===== config.mk =====
export PLATFORM = sky130hd
export DESIGN_NAME = anr_ability_regs
export DESIGN_NICKNAME = d
export VERILOG_FILES = /design/src/anr_pkg.sv /design/src/anr_edge_detect.sv /design/src/anr_partner_capture.sv /design/src/anr_ability_regs.sv
export VERILOG_INCLUDE_DIRS = /design/src /design/src/src
export SDC_FILE = /design/constraint.sdc
export NUM_CORES = 1
export LEC_CHECK = 0
export ABC_AREA = 1
export ABC_CLOCK_PERIOD_IN_PS = 2880
export BUFFER_PORTS_ARGS = -buffer_cell sky130_fd_sc_hd__buf_2
export CAP_MARGIN = 20
export CORE_ASPECT_RATIO = 1.2
export CORE_MARGIN = 2
export CORE_UTILIZATION = 45
export DETAILED_ROUTE_END_ITERATION = 8
export GPL_ROUTABILITY_DRIVEN = 0
export PLACE_DENSITY = 0.69
export SLEW_MARGIN = 10
export SYNTH_ARGS = -nofsm -noshare
export SYNTH_HDL_FRONTEND = slang
export SYNTH_SLANG_ARGS = --single-unit

===== constraint.sdc =====
create_clock -name sys_clk_in -period 2.88 [get_ports sys_clk_in]
set_input_delay 0.288 -clock sys_clk_in [delete_from_list [all_inputs] [get_ports sys_clk_in]]
set_output_delay 0.288 -clock sys_clk_in [all_outputs]
set_load 0.1 [all_outputs]

===== src/anr_cfg.svh =====
// Behaviour
// - advertisement register readable writable at index 4
// - next-page bit writable, reset 0, no effect
// - acknowledge bit read-only, follows word recognition
// - remote-fault bit resets 0, writable in advertisement
// - four-pair bit writable, resets to 0
// - fast full-duplex bit writable, resets to 1
// - fast half-duplex bit writable, resets to 1
// - slow full-duplex bit writable, resets to 1
// - slow half-duplex bit writable, resets to 1
// - selector bit zero writable, resets to 1
// - partner register read-only at index 5, resets 0
// - register data shifted most significant bit first
`ifndef ANR_CFG_SVH
`define ANR_CFG_SVH

// ----------------------------------------------------------------
// register indices on the management serial port
// ----------------------------------------------------------------
`define ANR_ADV_IDX        5'h04
`define ANR_PTR_IDX        5'h05

// ----------------------------------------------------------------
// field positions, common to both ability registers
// ----------------------------------------------------------------
`define ANR_NEXT_PAGE_BIT  15
`define ANR_ACK_BIT        14
`define ANR_RFAULT_BIT     13
`define ANR_FOUR_PAIR_BIT  9
`define ANR_FAST_FDX_BIT   8
`define ANR_FAST_HDX_BIT   7
`define ANR_SLOW_FDX_BIT   6
`define ANR_SLOW_HDX_BIT   5
`define ANR_SELECTOR_BIT   0

// ----------------------------------------------------------------
// reset values and storage masks
// ----------------------------------------------------------------
`define ANR_ADV_RESET      16'h01e1
`define ANR_PTR_RESET      16'h0000
`define ANR_STORE_MASK     16'ha3e1

// ----------------------------------------------------------------
// serial frame layout
// ----------------------------------------------------------------
`define ANR_PREAMBLE_LEN   32
`define ANR_HDR_LAST       5'h0c
`define ANR_DATA_LAST      5'h0f
`define ANR_OP_READ        2'h2
`define ANR_OP_WRITE       2'h1

`endif


===== src/anr_pkg.sv =====
package anr_pkg;

    // serial frame engine states
    typedef enum logic [1:0] {
        ST_PREAMBLE,
        ST_HEADER,
        ST_TURN,
        ST_DATA
    } anr_state_t;

endpackage


===== src/anr_edge_detect.sv =====
`timescale 1ns/1ns
// ----------------------------------------------------------------
// management clock rising edge finder with aligned data sample
// ----------------------------------------------------------------
module anr_edge_detect (
    input  wire logic sys_clk_in,
    input  wire logic reset_in,
    input  wire logic mdc_in,
    input  wire logic mdio_in,
    output logic      rise_out,
    output logic      data_out
);

    logic mdc_q; // previous management clock level

    // rising edge pulse and the data bit seen with it
    always_ff @(posedge sys_clk_in or posedge reset_in) begin
        if (reset_in) begin
            mdc_q    <= 1'b0;
            rise_out <= 1'b0;
            data_out <= 1'b0;
        end else begin
            mdc_q    <= mdc_in;
            rise_out <= mdc_in & ~mdc_q;
            data_out <= mdio_in;
        end
    end

endmodule // anr_edge_detect


===== src/anr_partner_capture.sv =====
`timescale 1ns/1ns
`include "anr_cfg.svh"
// ----------------------------------------------------------------
// partner ability word and acknowledge capture
// ----------------------------------------------------------------
module anr_partner_capture (
    input  wire logic        sys_clk_in,
    input  wire logic        reset_in,
    input  wire logic        rx_strobe_in,
    input  wire logic        rx_ok_in,
    input  wire logic [15:0] rx_word_in,
    output logic      [15:0] partner_out,
    output logic             ack_out
);

    logic        take_w; // recognized word arrives
    logic [15:0] keep_w; // stored fields only

    assign take_w = rx_strobe_in & rx_ok_in;
    assign keep_w = rx_word_in & `ANR_STORE_MASK;

    // ack follows recognition of each received word
    always_ff @(posedge sys_clk_in or posedge reset_in) begin
        if (reset_in) begin
            ack_out <= 1'b0;
        end else if (rx_strobe_in) begin
            ack_out <= rx_ok_in;
        end
    end

    // partner fields load without any management write
    always_ff @(posedge sys_clk_in or posedge reset_in) begin
        if (reset_in) begin
            partner_out <= `ANR_PTR_RESET;
        end else if (take_w) begin
            partner_out <= keep_w;
        end
    end

endmodule // anr_partner_capture


===== src/anr_ability_regs.sv =====
`timescale 1ns/1ns
`include "anr_cfg.svh"
// ----------------------------------------------------------------
// auto-negotiation ability register pair on the serial port
// ----------------------------------------------------------------
module anr_ability_regs #(
    parameter int DATA_W       = 16,
    parameter int PREAMBLE_LEN = `ANR_PREAMBLE_LEN
) (
    input  wire logic        sys_clk_in,
    input  wire logic        reset_in,
    input  wire logic        mdc_in,
    input  wire logic        mdio_in,
    input  wire logic [4:0]  phy_addr_in,
    input  wire logic        rx_strobe_in,
    input  wire logic        rx_ok_in,
    input  wire logic [15:0] rx_word_in,
    output logic             mdio_out,
    output logic             mdio_oe_out,
    output logic      [15:0] advert_word_out,
    output logic      [15:0] partner_word_out,
    output logic             ack_out
);

    // ------------------------------------------------------------
    // elaboration checks
    // ------------------------------------------------------------
    if (DATA_W != 16) begin : g_bad_width
        $error("register width must be 16");
    end
    if (PREAMBLE_LEN < 1 || PREAMBLE_LEN > 63) begin : g_bad_pre
        $error("preamble length must be 1 to 63");
    end

    localparam logic [5:0] PRE_LEN = 6'(PREAMBLE_LEN);

    // ------------------------------------------------------------
    // read word composer
    // ------------------------------------------------------------
    function automatic logic [15:0] anr_read_word(
        input logic [4:0]  idx,
        input logic [15:0] adv,
        input logic [15:0] ptr,
        input logic        ack
    );
        logic [15:0] w;
        w = (idx == `ANR_ADV_IDX) ? adv : ptr;
        w = w & `ANR_STORE_MASK; // reserved bits read zero
        w[`ANR_ACK_BIT] = ack;
        return w;
    endfunction

    // ------------------------------------------------------------
    // state
    // ------------------------------------------------------------
    anr_pkg::anr_state_t state_q;     // frame engine state
    anr_pkg::anr_state_t state_d;     // next engine state
    logic [5:0]          ones_q;      // preamble ones seen
    logic [5:0]          ones_d;      // next ones count
    logic [4:0]          cnt_q;       // bit counter in field
    logic [4:0]          cnt_d;       // next bit counter
    logic [11:0]         hdr_q;       // header bits so far
    logic [4:0]          idx_q;       // addressed register
    logic                is_rd_q;     // frame is a read
    logic [15:0]         rd_sh_q;     // outgoing read shifter
    logic [15:0]         rd_word_q;   // word being read
    logic [15:0]         wr_sh_q;     // incoming write shifter
    logic [15:0]         adv_q;       // advertisement storage
    logic [15:0]         adv_d;       // next advertisement
    logic                rise_w;      // management clock rose
    logic                din_w;       // data bit at that edge
    logic [15:0]         ptr_w;       // partner fields
    logic                ack_w;       // acknowledge level

    // ------------------------------------------------------------
    // helpers
    // ------------------------------------------------------------
    anr_edge_detect u_edge (
        .sys_clk_in (sys_clk_in),
        .reset_in   (reset_in),
        .mdc_in     (mdc_in),
        .mdio_in    (mdio_in),
        .rise_out   (rise_w),
        .data_out   (din_w)
    );

    anr_partner_capture u_partner (
        .sys_clk_in   (sys_clk_in),
        .reset_in     (reset_in),
        .rx_strobe_in (rx_strobe_in),
        .rx_ok_in     (rx_ok_in),
        .rx_word_in   (rx_word_in),
        .partner_out  (ptr_w),
        .ack_out      (ack_w)
    );

    // ------------------------------------------------------------
    // header decode
    // ------------------------------------------------------------
    logic [12:0] hdr_full_w;  // start, op, phy, register
    logic [1:0]  op_w;        // operation code
    logic [4:0]  phy_w;       // addressed device
    logic [4:0]  reg_w;       // addressed register
    logic        hit_w;       // frame is ours
    logic        hdr_done_w;  // last header bit taken
    logic        data_end_w;  // last data bit taken
    logic        wr_commit_w; // write to advertisement
    logic [15:0] wr_word_w;   // complete write word

    assign hdr_full_w = {hdr_q, din_w};
    assign op_w       = hdr_full_w[11:10];
    assign phy_w      = hdr_full_w[9:5];
    assign reg_w      = hdr_full_w[4:0];
    assign hit_w      = hdr_full_w[12] && phy_w == phy_addr_in
                        && (op_w == `ANR_OP_READ || op_w == `ANR_OP_WRITE)
                        && (reg_w == `ANR_ADV_IDX || reg_w == `ANR_PTR_IDX);
    assign hdr_done_w = rise_w && state_q == anr_pkg::ST_HEADER
                        && cnt_q == `ANR_HDR_LAST;
    assign data_end_w = rise_w && state_q == anr_pkg::ST_DATA
                        && cnt_q == `ANR_DATA_LAST;
    assign wr_word_w  = {wr_sh_q[14:0], din_w};
    assign wr_commit_w = data_end_w && !is_rd_q && idx_q == `ANR_ADV_IDX;

    // writable fields only; ack and reserved bits stay zero
    assign adv_d = wr_commit_w ? (wr_word_w & `ANR_STORE_MASK) : adv_q;

    // ------------------------------------------------------------
    // frame engine next state
    // ------------------------------------------------------------
    always_comb begin
        state_d = state_q;
        ones_d  = ones_q;
        cnt_d   = cnt_q;
        if (rise_w) begin
            unique case (state_q)
                anr_pkg::ST_PREAMBLE: begin
                    cnt_d = 5'h00;
                    if (din_w) begin
                        ones_d = (ones_q == PRE_LEN) ? ones_q : ones_q + 6'h01;
                    end else if (ones_q == PRE_LEN) begin
                        state_d = anr_pkg::ST_HEADER; // first start bit
                        ones_d  = 6'h00;
                    end else begin
                        ones_d = 6'h00;
                    end
                end
                anr_pkg::ST_HEADER: begin
                    cnt_d = cnt_q + 5'h01;
                    if (hdr_done_w) begin
                        cnt_d   = 5'h00;
                        state_d = hit_w ? anr_pkg::ST_TURN : anr_pkg::ST_PREAMBLE;
                    end
                end
                anr_pkg::ST_TURN: begin
                    cnt_d = cnt_q + 5'h01;
                    if (cnt_q == 5'h01) begin
                        cnt_d   = 5'h00;
                        state_d = anr_pkg::ST_DATA;
                    end
                end
                anr_pkg::ST_DATA: begin
                    cnt_d = cnt_q + 5'h01;
                    if (data_end_w) begin
                        cnt_d   = 5'h00;
                        state_d = anr_pkg::ST_PREAMBLE;
                    end
                end
            endcase
        end
    end

    // ------------------------------------------------------------
    // engine registers
    // ------------------------------------------------------------
    always_ff @(posedge sys_clk_in or posedge reset_in) begin
        if (reset_in) begin
            state_q <= anr_pkg::ST_PREAMBLE;
            ones_q  <= 6'h00;
            cnt_q   <= 5'h00;
        end else begin
            state_q <= state_d;
            ones_q  <= ones_d;
            cnt_q   <= cnt_d;
        end
    end

    // header shifter and frame attributes
    always_ff @(posedge sys_clk_in or posedge reset_in) begin
        if (reset_in) begin
            hdr_q   <= 12'h000;
            idx_q   <= 5'h00;
            is_rd_q <= 1'b0;
        end else if (rise_w && state_q == anr_pkg::ST_HEADER) begin
            hdr_q <= hdr_full_w[11:0];
            if (hdr_done_w) begin
                idx_q   <= reg_w;
                is_rd_q <= op_w == `ANR_OP_READ;
            end
        end
    end

    // ------------------------------------------------------------
    // read path: load at header end, shift out top bit first
    // ------------------------------------------------------------
    logic [15:0] rd_load_w; // word for the addressed register

    assign rd_load_w = anr_read_word(reg_w, adv_q, ptr_w, ack_w);

    always_ff @(posedge sys_clk_in or posedge reset_in) begin
        if (reset_in) begin
            rd_sh_q   <= 16'h0000;
            rd_word_q <= 16'h0000;
        end else if (hdr_done_w) begin
            rd_sh_q   <= rd_load_w;
            rd_word_q <= rd_load_w;
        end else if (rise_w && is_rd_q && state_q != anr_pkg::ST_PREAMBLE
                     && state_q != anr_pkg::ST_HEADER && mdio_oe_out
                     && !(state_q == anr_pkg::ST_TURN && cnt_q == 5'h00)) begin
            rd_sh_q <= {rd_sh_q[14:0], 1'b0};
        end
    end

    // pin drive: turnaround zero, then data, release after bit 0
    always_ff @(posedge sys_clk_in or posedge reset_in) begin
        if (reset_in) begin
            mdio_out    <= 1'b0;
            mdio_oe_out <= 1'b0;
        end else if (rise_w && is_rd_q && state_q == anr_pkg::ST_TURN) begin
            mdio_oe_out <= 1'b1;
            mdio_out    <= (cnt_q == 5'h00) ? 1'b0 : rd_sh_q[15];
        end else if (data_end_w) begin
            mdio_oe_out <= 1'b0;
            mdio_out    <= 1'b0;
        end else if (rise_w && is_rd_q && state_q == anr_pkg::ST_DATA) begin
            mdio_out <= rd_sh_q[15];
        end
    end

    // ------------------------------------------------------------
    // write path and advertisement storage
    // ------------------------------------------------------------
    always_ff @(posedge sys_clk_in or posedge reset_in) begin
        if (reset_in) begin
            wr_sh_q <= 16'h0000;
        end else if (rise_w && state_q == anr_pkg::ST_DATA) begin
            wr_sh_q <= wr_word_w;
        end
    end

    // next-page bit is held only; no next-page exchange exists
    always_ff @(posedge sys_clk_in or posedge reset_in) begin
        if (reset_in) begin
            adv_q <= `ANR_ADV_RESET;
        end else begin
            adv_q <= adv_d;
        end
    end

    // ------------------------------------------------------------
    // outputs to the negotiation engine
    // ------------------------------------------------------------
    always_ff @(posedge sys_clk_in or posedge reset_in) begin
        if (reset_in) begin
            advert_word_out  <= `ANR_ADV_RESET;
            partner_word_out <= `ANR_PTR_RESET;
            ack_out          <= 1'b0;
        end else begin
            advert_word_out  <= adv_q;
            partner_word_out <= anr_read_word(`ANR_PTR_IDX, adv_q, ptr_w, ack_w);
            ack_out          <= ack_w;
        end
    end
endmodule // anr_ability_regs


==> flow_metrics.tcl, run 1 <==
set metrics [dict create \
    outcome "finished clean" \
    via_per_inst 4.99 \
    p_leak_nw 2.44 \
    crit_fanout 25 \
    clk_pin_slew_worst_paths_ns 0.07 \
    ys_ff_latch 101 \
    die_h_um 113 \
    max-slew-margin-rel_pct 39.2 \
    cts_max_level 3 \
    clockRootBuffer "clkbuf_16" \
    core_region_area_um2 9560 \
    cts_sinks 101 \
    cp-end-kind "flip-flop" \
    port_buffers 38 \
    synthTopCellsByArea "dfrtp_1, nand2_1, o21ai_0" \
    seq_area_frac_synth_pct 57.4 \
    netlist_area_um2 4420 \
    dr.pass1.iters 5 \
    stdcell_area_um2 4910 \
    synth_flop_cell "dfrtp_1" \
    yosysTopAreaCellShare_pct 51.5 \
    r2r_end "rd_sh_q[5]$_DFFE_PP0P_" \
    die-area_um2 10600 \
    cp_cell_sequence "inv_1 -> ha_1 -> nand2_1 -> nor2_1 -> nand2_4 -> inv_2 -> o21ai_0 -> o21ai_0 -> nand2_1 -> nand2_1" \
    max_stage_delay_ns 0.41 \
    layout.nets 543 \
    finalCriticalPeriod_ns 1.91 \
    critPathMostFrequentCell "nand2_1" \
    whs_endpoint "u_edge.data_out$_DFF_PP0_" \
    cp-start-kind "flip-flop" \
    area_growth_pct 11.1 \
    tns_ns 0 \
    synth_edf_count 0 \
    wl_per_cell_um 12.1 \
    cp_data_required_time_ns 3.17 \
    cts_buffers 9 \
    grt_pass1_wl_mm 13.4 \
    final_common_cell "nand2_1" \
    async_reset_ff_share_pct 100 \
    arrival_ns 2.20 \
    drc_errors 0 \
    clk_path_buf_depth 2 \
    finalMaxSlewViolations 0 \
    die_width_um 94.5 \
    ant_nets 0 \
    hpwl_mm 5.27 \
    grtUsageTotal_pct 15.9 \
    ff2ff_setup_slack_ns 0.97 \
    clkLatencyLatePin_ns 0.35 \
    synth_area_per_cell_um2 9.29 \
    initial_core_util_pct 46.2 \
    postCtsHoldBufs 0 \
    max_clock_freq_ghz 0.524 \
    cts-resized-gates 0 \
    grt_setup_unrepaired "false" \
    grt_start_max_net_pins 70 \
    rows 39 \
    whs_path_depth 1 \
    period_share_pct 66.3 \
    ir_drop_v 0.000296 \
    drive_gt1_share_pct 16.9 \
    grt_pass1_vias 2985 \
    postSynthCellCount 476 \
    min_from "mdio_in" \
    critPathSlowestCell "dfrtp_1" \
    critPathKind "flip-flop to flip-flop" \
    cp_top_family "simple AND/OR/NAND/NOR gates" \
    num_vias 3176 \
    wl_mm 7.70 \
    drtIter0Drc 137 \
    final_cell_mix "nand2_1, dfrtp_1, o21ai_0" \
    place_area_um2 4620 \
    grt_overflow 0 \
    max_slew.worst_pin.slew_ns 0.910 \
    holdWs_ns 0.0393 \
    postCtsSetupBuffers 0 \
    finalCoreUtilization_pct 51.3 \
    ys_warn_count 0 \
    synth_top_area_cell "dfrtp_1" \
    cap_violations 0 \
    cts_tree "yes" \
    num-fill-cells 889 \
    hp-class "input port to flip-flop" \
    path_depth 10 \
    power.density_nw_per_um2 610 \
    io_pins 62 \
    finalHoldViolations 0 \
    antenna_found_initial 0 \
    r2r-start "cnt_q[0]$_DFFE_PP0P_" \
    critPathBufInv 2 \
    setup_viol 0 \
    skew_ns 0.00903 \
    antenna_cells 0 \
    yosys.cell_types.count 35 \
    reg2regPathDepth 10 \
]
[state kept, by name (all words and copies together) (netlist names), 6 cells and up, named ones only]
name / count
adv_q: 8
advert_word_out: 8
hdr_q: 12
ones_q: 6
partner_word_out: 9
rd_sh_q: 16
u_partner.partner_out: 8
wr_sh_q: 15
[synthesized netlist by cell type (4+ instances only)]
cell      instances
a21oi_1          17
mux2_2            4
dfrtp_1          91
ha_1              7
nand2_1         112
xor2_1            5
clkbuf_1          6
buf_4            18
nand3_1          27
nand2_2           4
o21ai_0          54
nand4_1           4
o21ai_1           4
nor2_1           31
dfstp_2          10
inv_1            53
[worst reg2reg max path, delay by kind of cell (launching register included)]
family / cells / cell delay [ns]
adder cells (fa/ha/maj): 1 / 0.21
buffers and inverters: 2 / 0.35
flip-flops: 1 / 0.41
AO/OA/AOI/OAI: 2 / 0.30
AND/OR/NAND/NOR: 5 / 0.57
[power by group]
| part | internal, mW | switching (mW) | total (mW) |
|---|---|---|---|
| logic | 0.0474 | 0.291 | 0.338 |
| registers | 1.46 | 0.0254 | 1.48 |
| clock network | 0.623 | 0.548 | 1.17 |
| total | 2.13 | 0.864 | 2.99 |
[through the flow]
step           worst slack, ns  std cells  total power [mW]
2_1_floorplan             1.16        490              1.81
3_3_place_gp             0.990        621              1.85
3_5_place_dp             0.996        621              1.85
4_1_cts                  0.961        637              3.02
5_1_grt                  0.756        637              3.11
6_report                 0.970        637              2.99
[worst max path at each step]
| stage | start | endpoint | slack (ns) |
|---|---|---|---|
| final | cnt_q[0]$_DFFE_PP0P_ | rd_sh_q[5]$_DFFE_PP0P_ | 0.97 |
| after floorplan | mdio_oe_out$_DFFE_PP0P_ | rd_sh_q[9]$_DFFE_PP0P_ | 1.16 |
| after detailed placement | cnt_q[0]$_DFFE_PP0P_ | rd_sh_q[15]$_DFFE_PP0P_ | 1.0 |
| after global placement | cnt_q[0]$_DFFE_PP0P_ | rd_sh_q[15]$_DFFE_PP0P_ | 0.99 |
| after global routing | cnt_q[1]$_DFFE_PP0P_ | rd_sh_q[15]$_DFFE_PP0P_ | 0.76 |
| after CTS | cnt_q[0]$_DFFE_PP0P_ | rd_sh_q[15]$_DFFE_PP0P_ | 0.96 |
[metal layers]
| layer | routed length, um | track usage [%] | vias up |
|---|---|---|---|
| li1 | - | - | 1550 |
| met1 | 3420 | 19.7 | 1546 |
| met2 | 3830 | 26.7 | 67 |
| met3 | 310 | 3.42 | 13 |
| met4 | 135 | 6.86 | 0 |
| met5 | 0 | 0 | - |
[layout make-up]
class                      count  area, um2  share of cell area, %
sequential                   101       2540                   51.7
clock buffer                  10        239                   4.87
tap                          123        154                   3.13
multi-input combinational    301       1500                   30.5
clock inverter                 6       50.0                   1.02
inverter                      57        220                   4.48
timing repair buffer          39        210                   4.28
[logic make-up after synthesis]
kind of cell / after synthesis / share of synthesized area, %
buf+inv: 88 / 9.88
simple gates: 186 / 18.5
xor+xnor: 5 / 0.990
fa+ha+maj: 7 / 1.98
flops: 101 / 57.4
mux: 4 / 1.02
compound gates: 84 / 10.1
other cells: 1 / 0.0848
Power figures use the tool's default switching activity.
==> run 2, diff against run 1 <==
--- a/config.mk
+++ b/config.mk
@@ -6,8 +6,8 @@
 export SDC_FILE = /design/constraint.sdc
 export NUM_CORES = 1
 export LEC_CHECK = 0
-export ABC_AREA = 1
-export ABC_CLOCK_PERIOD_IN_PS = 2880
+export ABC_AREA = 0
+export ABC_CLOCK_PERIOD_IN_PS = 1700
 export BUFFER_PORTS_ARGS = -buffer_cell sky130_fd_sc_hd__buf_2
 export CAP_MARGIN = 20
 export CORE_ASPECT_RATIO = 1.2
==> constraint.sdc (replaced) <==
create_clock -name sys_clk_in -period 1.7 [get_ports sys_clk_in]
set_input_delay 0.17 -clock sys_clk_in [delete_from_list [all_inputs] [get_ports sys_clk_in]]
set_output_delay 0.17 -clock sys_clk_in [all_outputs]
set_load 0.1 [all_outputs]
==> flow_metrics.tcl, run 2 <==
set metrics [dict create \
    outcome "finished, violations left" \
    failed_checks "setup timing" \
    finalCriticalPeriod_ns 1.77 \
    cts_max_level 3 \
    hp-class "input port to flip-flop" \
    dpl_worst_slack_ns -0.244 \
    antenna_found_initial 0 \
    synthTopCellsByArea "dfrtp_1, mux2_2, dfstp_2" \
    wl_per_cell_um 15.0 \
    max_clock_freq_ghz 0.564 \
    synth_edf_count 0 \
    layout.nets 477 \
    synth-simple-area-share_pct 11.5 \
    holdWs_ns 0.0193 \
    top_register "rd_sh_q" \
    synthAdderAreaFrac_pct 2.00 \
    yosys.cell_types.count 53 \
    postSynthCellCount 364 \
    initial_core_util_pct 46.1 \
    p_sw_share_pct 27.9 \
    r2r-start "cnt_q[0]$_DFFE_PP0P_" \
    clockRootBuffer "clkbuf_16" \
    grt_overflow 0 \
    largest_reg_flops 16 \
    p_clk_share_pct 36.6 \
    drive_gt1_share_pct 38.6 \
    grt_start_max_net_pins 52 \
    ys_ff_latch 101 \
    min_from "rx_strobe_in" \
    ant_nets 0 \
    yosys.area_share.xor_xnor_pct 0.999 \
    cts_tree "yes" \
    io_pins 62 \
    fin_ws_ns -0.0738 \
    antenna_cells 0 \
    cts_buffers 9 \
    setup_viol 13 \
    synthMostInstantiatedCell "dfrtp_1" \
    power.density_nw_per_um2 951 \
    finalCoreUtilization_pct 57.2 \
    cp-start-kind "flip-flop" \
    num_vias 2941 \
    power_frac_comb_pct 13.4 \
    area_growth_pct 24.1 \
    synth_top_area_cell "dfrtp_1" \
    netlist_area_um2 4380 \
    die-area_um2 10600 \
    power.switching_mw 1.44 \
    port_buffers 38 \
    p_seq_share_pct 50.0 \
    async_reset_ff_share_pct 100 \
    grt_pass1_vias 3026 \
    finalMaxSlewViolations 0 \
    via_per_inst 5.15 \
    critical_path.startpoint "cnt_q[0]$_DFFE_PP0P_" \
    arrival_ns 2.03 \
    place_area_um2 4900 \
    cp_data_required_time_ns 1.95 \
    clk_pin_slew_worst_paths_ns 0.06 \
    dr.pass1.iters 4 \
    seq_area_frac_synth_pct 57.9 \
    wl_mm 8.55 \
    clkLatencyLatePin_ns 0.34 \
    drtIter0Drc 158 \
    synth_mux_area_share_pct 12.8 \
    grtUsageTotal_pct 17.4 \
    critPathKind "flip-flop to flip-flop" \
    hpwl_mm 5.75 \
    crit_fanout 3 \
    synth_flop_cell "dfrtp_1" \
    cp-end-kind "flip-flop" \
    p_leak_nw 2.63 \
    multi_input_area_um2 1790 \
    drc_errors 0 \
    synth_top_family_by_area "multiplexers" \
    synth_area_per_cell_um2 12.0 \
    period_share_pct 104 \
    yosys-top-cells-count "dfrtp_1, nand2_1, mux2_2, buf_4, inv_1" \
    rows 39 \
    final_common_cell "dfrtp_1" \
    final_cell_mix "dfrtp_1, nand2_1, mux2_2" \
    ys_warn_count 0 \
    clk_path_buf_depth 2 \
    die_width_um 94.1 \
    synth_compound_area_share_pct 8.88 \
    grt_pass1_wl_mm 14.3 \
    seq_area_um2 2540 \
    finalHoldViolations 0 \
    p_int_mw 3.73 \
    top_regs "rd_sh_q: 16 flops, wr_sh_q: 15 flops, hdr_q: 12 flops" \
    cap_violations 0 \
    core_region_area_um2 9520 \
    grt_setup_unrepaired "true" \
    ir_drop_v 0.000796 \
    die_h_um 112 \
    stdcell_area_um2 5440 \
    skew_ns 0.00545 \
    yosysTopAreaCellShare_pct 51.9 \
    num-fill-cells 792 \
    cts_sinks 101 \
]
==> run 2: cell types whose count changed after synthesis, moves of 4 or more <==
cell,change
a22oi_1,+4
nor2_1,-23
nand2_2,-4
inv_1,-38
mux2_2,+36
nand2b_1,+4
nand4_1,-4
nand3_1,-15
mux2i_1,+11
o21ai_0,-43
nand2_1,-59
==> run 2: what timing repair did <==
action	in CTS	in global routing
gates resized for setup	15	13
hold endpoints to repair	8	0
hold buffers	3	0
cloned	0	3
pin swaps	12	5
setup endpoints to repair	37	39
buffers inserted	5	3
==> run 2: power by group through the flow <==
stage          Sequential (mW)  Combinational [mW]  Clock [mW]
2_1_floorplan             2.83               0.384           0
3_3_place_gp              2.62               0.685           0
3_5_place_dp              2.63               0.693           0
4_1_cts                   2.59               0.698        1.93
5_1_grt                   2.60               0.744        2.03
6_report                  2.59               0.693        1.90
==> run 2: area by class of cell <==
cell class | count | share of cell area [%]
Sequential cell | 101 | 46.7
Multi-Input combinational cell | 235 | 32.9
Timing Repair Buffer | 81 | 11.4
Clock buffer | 15 | 4.92
Tap cell | 123 | 2.83
Inverter | 15 | 1.10
Clock inverter | 1 | 0.138
==> run 2: path summary, 6_finish.rpt <==
| kind | cells after the start | slack [ns] | endpoint |
|---|---|---|---|
| max in group asynchronous | 4 | 0.86 | advert_word_out[6]$_DFF_PP1_ |
| min in group asynchronous | 3 | 0.32 | partner_word_out[9]$_DFF_PP0_ |
| min reg2reg | 0 | 0.38 | partner_word_out[14]$_DFF_PP0_ |
| max reg2reg | 8 | -0.07 | cnt_q[0]$_DFFE_PP0P_ |
| max | 8 | -0.07 | cnt_q[0]$_DFFE_PP0P_ |
| min | 2 | 0.02 | u_partner.ack_out$_DFFE_PP0P_ |
==> run 2: stage by stage <==
| stage | setup TNS [ns] | instances | power [mW] |
|---|---|---|---|
| 2_1_floorplan | -0.0287 | 378 | 3.22 |
| 3_3_place_gp | -2.45 | 541 | 3.31 |
| 3_5_place_dp | -3.97 | 541 | 3.32 |
| 4_1_cts | -0.996 | 565 | 5.22 |
| 5_1_grt | -2.37 | 571 | 5.38 |
| 6_report | -0.407 | 571 | 5.17 |
==> run 2: cells by family (layout without fill, tap and decap cells) <==
kind of cell             Yosys count  in the layout
flip-flops                       101            101
other                              1             15
XOR/XNOR                           5              5
adder cells (fa/ha/maj)            7              7
multiplexers                      51             51
buffers and inverters             44            112
AO/OA/AOI/OAI                     56             56
AND/OR/NAND/NOR                   99            101
==> run 2: routing by layer <==
metal	up-vias	track usage, %	wire (um)
met5	-	0	0
met4	0	7.73	180
met3	16	3.83	323
met2	67	29.0	4430
met1	1468	21.6	3620
li1	1390	-	-
==> run 2: critical path, stage by stage (launching register included) <==
cell and delay (ns):
dfrtp_1 0.40, ha_2 0.20, and3_4 0.18, ha_4 0.16, and2_4 0.15, a311oi_4 0.23
buf_4 0.17, o21ai_1 0.05, mux2i_1 0.15
